File: config.mk
export PLATFORM = sky130hd
export DESIGN_NAME = bmc_config
export DESIGN_NICKNAME = d
export VERILOG_FILES = /design/src/verilog/bmc_pkg.sv /design/src/verilog/bmc_alias_reg.sv /design/src/verilog/bmc_config.sv
export SDC_FILE = /design/constraint.sdc
export NUM_CORES = 1
export LEC_CHECK = 0
export BUFFER_PORTS_ARGS = -buffer_cell sky130_fd_sc_hd__buf_2
export CAP_MARGIN = 10
export CORE_UTILIZATION = 54
export CTS_BUF_LIST = sky130_fd_sc_hd__clkbuf_8
export CTS_CLUSTER_SIZE = 24
export DETAILED_ROUTE_END_ITERATION = 8
export PLACE_DENSITY_LB_ADDON = 0.08
export SLEW_MARGIN = 30
export SYNTH_ARGS = -nofsm -noshare
export SYNTH_HDL_FRONTEND = slang
export SYNTH_HIERARCHICAL = 1
export SYNTH_SLANG_ARGS = --single-unit
File: constraint.sdc
create_clock -name clk -period 1.7 [get_ports clk]
set_input_delay 0.085 -clock clk [delete_from_list [all_inputs] [get_ports clk]]
set_output_delay 0.085 -clock clk [all_outputs]
set_load 0.03 [all_outputs]
File: src/verilog/bmc_pkg.sv
`default_nettype none
package bmc_pkg;

   // ------------------------------------------------------------
   // Register bus geometry
   // ------------------------------------------------------------
   localparam int ADDR_W = 8;
   localparam int DATA_W = 32;

   // ------------------------------------------------------------
   // Byte offsets
   // ------------------------------------------------------------
   localparam logic [7:0] OFF_CTRL = 8'h00;
   localparam logic [7:0] OFF_KBASE = 8'h10;
   localparam logic [7:0] OFF_RAMSZ = 8'h40;
   localparam logic [7:0] OFF_IRQ_STAT = 8'h80;
   localparam logic [7:0] OFF_IRQ_MASK = 8'h90;

   // ------------------------------------------------------------
   // Control register layout
   // ------------------------------------------------------------
   localparam int CTRL_ERR_LSB = 16;
   localparam int CTRL_ERR_MSB = 20;
   localparam int CTRL_WS_BIT = 6;
   localparam int CTRL_ARB_LSB = 0;
   localparam int CTRL_ARB_MSB = 2;
   localparam logic [31:0] CTRL_RESET = 32'h001F_0041;
   localparam logic [31:0] CTRL_WMASK = 32'h001F_0047;

   // ------------------------------------------------------------
   // Kernel program base layout
   // ------------------------------------------------------------
   localparam int KBASE_LSB = 10;
   localparam int KBASE_MSB = 15;
   localparam logic [31:0] KBASE_RESET = 32'h0000_0000;
   localparam logic [31:0] KBASE_WMASK = 32'h0000_FC00;

   // ------------------------------------------------------------
   // Interrupt registers
   // ------------------------------------------------------------
   localparam int NUM_INIT = 5;
   localparam logic [4:0] IRQ_RESET = 5'h0_0;
   localparam logic [4:0] CPU_INIT_MASK = 5'h0_3;
   localparam logic [31:0] DATA_RAM_SIZE_DFLT = 32'h0000_4000;

   // ------------------------------------------------------------
   // Types
   // ------------------------------------------------------------
   typedef enum logic [1:0] {
      OP_WRITE = 2'b00,
      OP_CLR = 2'b01,
      OP_SET = 2'b10,
      OP_INV = 2'b11
   } bmc_op_type;

   typedef enum logic [2:0] {
      ARB_MODE0 = 3'b000,
      ARB_MODE1 = 3'b001,
      ARB_MODE2 = 3'b010
   } bmc_arb_type;

   // One bit per initiator, same order as the control enables
   typedef struct packed {
      logic shared_bus;
      logic debug_unit;
      logic dma;
      logic cpu_data;
      logic cpu_instr;
   } bmc_err_type;

endpackage : bmc_pkg
`default_nettype wire

File: src/verilog/bmc_alias_reg.sv
`timescale 1ns/100ps
`default_nettype none
module bmc_alias_reg
   import bmc_pkg::*;
#(
   parameter logic [31:0] RESET_VAL = 32'h0000_0000,
   parameter logic [31:0] WR_MASK = 32'hFFFF_FFFF
) (
   // Clock and reset
   input wire logic clk,
   input wire logic nrst,
   // Write port
   input wire logic wr_en,
   input wire bmc_op_type op,
   input wire logic [31:0] wdata,
   // Register value
   output logic [31:0] q
);

   logic [31:0] q_reg;
   logic [31:0] q_next;
   logic [31:0] op_result;
   wire logic [31:0] w_bits = wdata & WR_MASK;

   // ------------------------------------------------------------
   // Plain write or clear, set and invert of the ones written
   // ------------------------------------------------------------
   always_comb begin
      case (op)
         OP_WRITE: op_result = w_bits;
         OP_CLR: op_result = q_reg & ~w_bits;
         OP_SET: op_result = q_reg | w_bits;
         OP_INV: op_result = q_reg ^ w_bits;
         default: op_result = q_reg;
      endcase
   end

   // Unimplemented bits can never become one
   assign q_next = wr_en ? (op_result & WR_MASK) : q_reg;

   always_ff @(posedge clk or negedge nrst) begin
      if (!nrst) begin
         q_reg <= RESET_VAL;
      end else begin
         q_reg <= q_next;
      end
   end

   assign q = q_reg;

endmodule : bmc_alias_reg
`default_nettype wire

File: src/verilog/bmc_config.sv
// Behaviour
// - A set shared-bus enable lets unmapped shared-bus accesses raise a bus error, clear hides them.
// - A set debug-unit enable lets unmapped debug-unit accesses raise a bus error, clear hides them.
// - A set DMA enable lets unmapped DMA accesses raise a bus error, clear hides them.
// - A set CPU data enable raises errors for unmapped CPU data accesses, never in debug mode.
// - A set CPU fetch enable raises errors for unmapped CPU fetches, never in debug mode.
// - The wait-state bit adds one address-setup wait to CPU data RAM accesses, else none.
// - The arbitration field picks mode 0, 1 or 2 by codes 000, 001, 010 and resets to mode 1.
// - The control register has clear, set and invert aliases at offsets 0x4, 0x8 and 0xC.
// - Control bits 31 to 21 read zero and ignore writes.
// - Kernel base bits 15 to 10 are writable and hold the kernel program base in data RAM.
// - Kernel base bits 9 to 0 read zero and ignore writes, giving 1 KB steps.
// - Reset clears the kernel base so all data RAM is kernel data.
// - The data RAM size register is read-only and gives the RAM size in bytes.
//
// Our own choices: the placing of the registers and the plain strobed port.
`timescale 1ns/100ps
`default_nettype none
module bmc_config
   import bmc_pkg::*;
#(
   parameter logic [31:0] DATA_RAM_SIZE = DATA_RAM_SIZE_DFLT
) (
   // Clock and reset
   input wire logic clk,
   input wire logic nrst,
   // Register bus
   input wire logic [ADDR_W-1:0] addr,
   input wire logic [DATA_W-1:0] wr_data,
   input wire logic wr_strobe,
   input wire logic rd_strobe,
   output logic [DATA_W-1:0] rd_data,
   // Unmapped access reports from the matrix decoder
   input wire bmc_err_type unmapped_access,
   input wire logic debug_mode,
   // Bus error exceptions to the initiators
   output var bmc_err_type bus_error,
   // CPU data RAM access handshake
   input wire logic cpu_ram_req,
   output logic cpu_ram_go,
   // Configuration to the matrix
   output logic ram_wait_state_sel,
   output logic [2:0] arbitration_mode_sel,
   output logic [5:0] kernel_program_ram_base,
   output logic [31:0] data_ram_size,
   // Interrupt
   output logic irq
);

   // ------------------------------------------------------------
   // Address decode
   // ------------------------------------------------------------
   wire bmc_op_type bus_op = bmc_op_type'(addr[3:2]);
   wire logic grp_ctrl = (addr[7:4] == OFF_CTRL[7:4]);
   wire logic grp_kbase = (addr[7:4] == OFF_KBASE[7:4]);
   wire logic hit_ctrl = (addr == OFF_CTRL);
   wire logic hit_kbase = (addr == OFF_KBASE);
   wire logic hit_ramsz = (addr == OFF_RAMSZ);
   wire logic hit_stat = (addr == OFF_IRQ_STAT);
   wire logic hit_mask = (addr == OFF_IRQ_MASK);

   // Aliases are decoded on the whole 16-byte group
   wire logic wr_ctrl = wr_strobe & grp_ctrl;
   wire logic wr_kbase = wr_strobe & grp_kbase;
   wire logic wr_stat = wr_strobe & hit_stat;
   wire logic wr_mask = wr_strobe & hit_mask;

   // ------------------------------------------------------------
   // Configuration registers
   // ------------------------------------------------------------
   logic [31:0] ctrl_q;
   logic [31:0] kbase_q;

   // Unimplemented control bits are masked out of every write
   bmc_alias_reg #(
      .RESET_VAL(CTRL_RESET),
      .WR_MASK(CTRL_WMASK)
   ) u_ctrl (
      .clk(clk),
      .nrst(nrst),
      .wr_en(wr_ctrl),
      .op(bus_op),
      .wdata(wr_data),
      .q(ctrl_q)
   );

   // Only the 1 KB granule bits of the kernel base are stored
   bmc_alias_reg #(
      .RESET_VAL(KBASE_RESET),
      .WR_MASK(KBASE_WMASK)
   ) u_kbase (
      .clk(clk),
      .nrst(nrst),
      .wr_en(wr_kbase),
      .op(bus_op),
      .wdata(wr_data),
      .q(kbase_q)
   );

   // ------------------------------------------------------------
   // Field extraction
   // ------------------------------------------------------------
   wire logic [4:0] err_en = ctrl_q[CTRL_ERR_MSB:CTRL_ERR_LSB];
   wire logic ws_sel = ctrl_q[CTRL_WS_BIT];
   wire logic [2:0] arb_sel = ctrl_q[CTRL_ARB_MSB:CTRL_ARB_LSB];

   // Passed on untouched; the arbiter owns each mode's policy
   assign arbitration_mode_sel = arb_sel;
   assign ram_wait_state_sel = ws_sel;
   assign kernel_program_ram_base = kbase_q[KBASE_MSB:KBASE_LSB];
   assign data_ram_size = DATA_RAM_SIZE;

   // ------------------------------------------------------------
   // Bus error gating
   // ------------------------------------------------------------
   wire logic [4:0] unmapped_vec = unmapped_access;
   logic [4:0] err_gate;
   logic [4:0] bus_error_reg;
   logic [4:0] bus_error_next;

   // CPU paths are silenced in debug mode whatever their enable
   genvar gi;
   generate
      for (gi = 0; gi < NUM_INIT; gi = gi + 1) begin : g_err
         if (CPU_INIT_MASK[gi]) begin : g_cpu
            assign err_gate[gi] = err_en[gi] & ~debug_mode;
         end else begin : g_other
            assign err_gate[gi] = err_en[gi];
         end
      end
   endgenerate

   assign bus_error_next = unmapped_vec & err_gate;

   always_ff @(posedge clk or negedge nrst) begin
      if (!nrst) begin
         bus_error_reg <= IRQ_RESET;
      end else begin
         bus_error_reg <= bus_error_next;
      end
   end

   assign bus_error = bmc_err_type'(bus_error_reg);

   // ------------------------------------------------------------
   // CPU data RAM address setup wait
   // ------------------------------------------------------------
   logic setup_reg;
   logic setup_next;

   // With the wait bit set each access spends one cycle in setup
   assign setup_next = cpu_ram_req & ws_sel & ~setup_reg;
   assign cpu_ram_go = cpu_ram_req & (~ws_sel | setup_reg);

   always_ff @(posedge clk or negedge nrst) begin
      if (!nrst) begin
         setup_reg <= 1'b0;
      end else begin
         setup_reg <= setup_next;
      end
   end

   // ------------------------------------------------------------
   // Interrupt status and mask
   // ------------------------------------------------------------
   logic [4:0] stat_reg;
   logic [4:0] stat_next;
   logic [4:0] mask_reg;
   logic [4:0] mask_next;
   wire logic [4:0] stat_clr = wr_stat ? wr_data[4:0] : IRQ_RESET;

   // A new error in the clearing cycle keeps its bit set
   assign stat_next = (stat_reg & ~stat_clr) | bus_error_reg;
   assign mask_next = wr_mask ? wr_data[4:0] : mask_reg;

   always_ff @(posedge clk or negedge nrst) begin
      if (!nrst) begin
         stat_reg <= IRQ_RESET;
         mask_reg <= IRQ_RESET;
      end else begin
         stat_reg <= stat_next;
         mask_reg <= mask_next;
      end
   end

   assign irq = |(stat_reg & mask_reg);

   // ------------------------------------------------------------
   // Read path
   // ------------------------------------------------------------
   logic [31:0] rd_data_reg;
   logic [31:0] rd_data_next;
   logic [31:0] rd_sel;

   // Alias addresses and holes read zero
   always_comb begin
      rd_sel = 32'h0000_0000;
      if (hit_ctrl) begin
         rd_sel = ctrl_q;
      end else if (hit_kbase) begin
         rd_sel = kbase_q;
      end else if (hit_ramsz) begin
         rd_sel = DATA_RAM_SIZE;
      end else if (hit_stat) begin
         rd_sel = {27'h000_0000, stat_reg};
      end else if (hit_mask) begin
         rd_sel = {27'h000_0000, mask_reg};
      end
   end

   // Data stand only in the cycle after the read strobe
   assign rd_data_next = rd_strobe ? rd_sel : 32'h0000_0000;

   always_ff @(posedge clk or negedge nrst) begin
      if (!nrst) begin
         rd_data_reg <= 32'h0000_0000;
      end else begin
         rd_data_reg <= rd_data_next;
      end
   end

   assign rd_data = rd_data_reg;

endmodule : bmc_config
`default_nettype wire

==> summary.md <==
| Metric | Value |
|---|---|
| Iteration-0 DRC Markers | 82 |
| I/O pin total | 132 |
| Clock buffer depth | 2 |
| Startpoint Class | register |
| Leakage | 2.62 nW |
| Worst reg-to-reg setup slack | 0.25 ns |
| Final Hold Viols | 0 |
| Reg2reg path depth | 4 |
| Area of the core | 0.00737 mm2 |
| Nets | 590 |
| Worst flop-to-flop path endpoint | rd_data[14] |
| Crit path kind | register to output pin |
| Num rows | 31 |
| Die X | 89.8 um |
| TNS Setup | 0 ns |
| H-tree Lvls | 3 |
| DR WL/cell | 12.9 um |
| Initial DRT Pass Iterations | 4 |
| IO buf count | 84 |
| Distinct cell type count after synthesis | 35 |
| Initial Util | 0.565 |
| Post-route design area | 0.00471 mm2 |
| Worst path required time | 1.62 ns |
| Layout cells sized above 1 | 0.298 |
| HPWL Detailed | 5.82 mm |
| DRT Wirelength | 7.89 mm |
| Final RePlAce weighted congestion | 0.781 |
| Max FFs per register | 32 |
| WP data arrival | 1.43 ns |
| Outcome | finished clean |
| DRT antenna net count | 0 |
| Crit path time final | 1.52 ns |
| Post-DP Area | 0.00441 mm2 |
| Setup violations, final | 0 |
| Total track usage | 0.203 |
| Mean instance size in the synthesized netlist | 10.2 um2 |
| RSZ-0062 raised after global routing | no |
| Initial antenna violation count | 0 |
| Max Cap Viol | 0 |
| Hold Crit Endpoint | mask_reg[0] |
| Tcrit/Tclk final | 0.892 |
| Power Density | 870 mW/mm2 |
| Fmax achieved | 0.659 GHz |
| DRC Markers | 0 |
| Die area | 0.00807 mm2 |
| First-pass GRT wire length | 13.0 mm |
| Post-Route Skew | 0.00964 ns |
| Total design power | 4.10 mW |
| Pre-CTS WS | 0.230 ns |
| Hold Path Depth | 2 |
| Crit path max fanout | 3 |
| Layout filler cell count | 642 |
| CTS buffer count | 9 |
| R2R Path Start | u_kbase/q[14] |
| Final slew viol count | 0 |
| Drt via density | 4.71 |
| Pin count of the biggest net entering global routing | 27 |
| Hold slack | 0.0423 ns |
| Crit. End Element | output pin |
| Syn-to-layout area delta | 13.2% |
| Total grt overflow | 0 |
| Worst Hold Class | primary input to register |
| Yosys warns | 6 |
| Post-synthesis cell area | 0.00417 mm2 |
| Vias in the first global route | 2813 |
| Clock Tree Root | clkbuf_8 |
| Sequential cell area fraction in the yosys report | 0.381 |
| Detailed-route via count | 2885 |
| Antenna cells | 0 |
| Clock tree sinks | 63 |
| #FFs+latches synth | 63 |
| Reg clk slew, reported paths | 0.08 ns |
| CTS tree | yes |
| Clock latency on the worst-skew pair | 0.34 ns |
| Hold Path Origin | wr_data[0] |
| Worst IR Drop VDD | 0.537 mV |
| Final worst setup slack | 0.183 ns |
| Synth Instances | 407 |
| Chip height | 89.8 um |
[worst max path at each step]
stage                     start             to  slack, ns  depth (start not counted)
detailed placement      addr[7]    u_ctrl/q[1]       0.23                          5
CTS                     addr[5]   u_ctrl/q[18]       0.13                          6
finish              stat_reg[4]            irq       0.18                          3
global placement        addr[7]   u_ctrl/q[17]       0.29                          5
global route            addr[5]   u_ctrl/q[19]       0.10                          6
floorplan               addr[4]  u_kbase/q[10]       0.20                          7
[synth_stat cells (all sizes together)]
cell type / number / area share
dfrtp: 56 / 0.34
nand3: 2 / 0.0036
a222oi: 1 / 0.0024
nor2: 44 / 0.040
ha: 30 / 0.090
mux4: 5 / 0.027
nor3: 2 / 0.0024
mux2i: 26 / 0.062
conb: 4 / 0.0036
nor4: 2 / 0.0066
inv: 31 / 0.028
nand2: 22 / 0.020
a21oi: 15 / 0.018
and2b: 1 / 0.0021
mux2: 20 / 0.061
o221ai: 15 / 0.033
nor2b: 7 / 0.011
a21boi: 1 / 0.0018
and3: 2 / 0.0030
a22oi: 1 / 0.0018
dfstp: 7 / 0.044
buf: 96 / 0.17
and2: 4 / 0.0060
a21o: 5 / 0.0090
nand4: 6 / 0.011
nor3b: 1 / 0.0030
o22a: 1 / 0.0021
[where the power goes]
| part | switching (mW) | internal [mW] | total, mW |
|---|---|---|---|
| registers | 0.143 | 1.66 | 1.80 |
| logic | 0.686 | 0.446 | 1.13 |
| clock network | 0.604 | 0.561 | 1.16 |
[placed cells by master (no fill, tap or decap), types with 2 or more instances in the layout]
master	count
conb_1	81
and2_1	4
o221ai_1	14
and3_1	2
nor2b_1	7
dfrtp_1	56
nand4_1	5
mux4_2	5
buf_4	12
mux2_4	8
dlygate4sd3_1	12
nor2_1	44
inv_1	31
ha_1	30
a21oi_1	15
buf_2	84
mux2_2	12
dfstp_2	7
buf_12	2
mux2i_1	26
nand2_1	22
a21o_1	5
clkbuf_8	10
clkinv_2	4
[layout make-up]
| cell class | instances | area (um2) | share of cell area |
|---|---|---|---|
| clock inverter | 6 | 36.3 | 0.00770 |
| sequential | 63 | 1590 | 0.336 |
| timing repair buffer | 110 | 671 | 0.142 |
| multi-input combinational | 294 | 2040 | 0.434 |
| clock buffer | 10 | 138 | 0.0292 |
| inverter | 31 | 116 | 0.0247 |
| tap | 99 | 124 | 0.0263 |
[timing repair]
action / CTS / global route
setup buffers: 0 / 0
endpoints found under the setup margin: 0 / 9
gates resized for setup: 0 / 1
hold buffers: 12 / 0
endpoints found under the hold margin: 18 / 0
[cell families after synthesis]
family / Yosys count / share of synthesized area
mux: 51 / 0.151
compound gates: 39 / 0.0682
simple gates: 93 / 0.107
flops: 63 / 0.381
other cells: 4 / 0.00360
fa+ha+maj: 30 / 0.0901
buf+inv: 127 / 0.199
[per-layer routing]
metal / track usage / part of all wire / up-vias
met5: 0 / 0 / -
met4: 0.0697 / 0.0086 / 0
met3: 0.0338 / 0.041 / 8
met2: 0.359 / 0.50 / 74
met1: 0.251 / 0.45 / 1408
li1: - / - / 1395
[metrics by stage]
step,std cells,util
floorplan,484,-
global placement,585,0.599
finish,613,0.640
detailed placement,585,0.599
global route,613,0.640
CTS,613,0.639
[critical path, stage by stage, from the launching register on]
cell	delay, ns
dfrtp_1	0.41
a222oi_1	0.40
nand2_1	0.10
buf_2	0.19
Note: power is estimated with default switching activity, not from simulation.
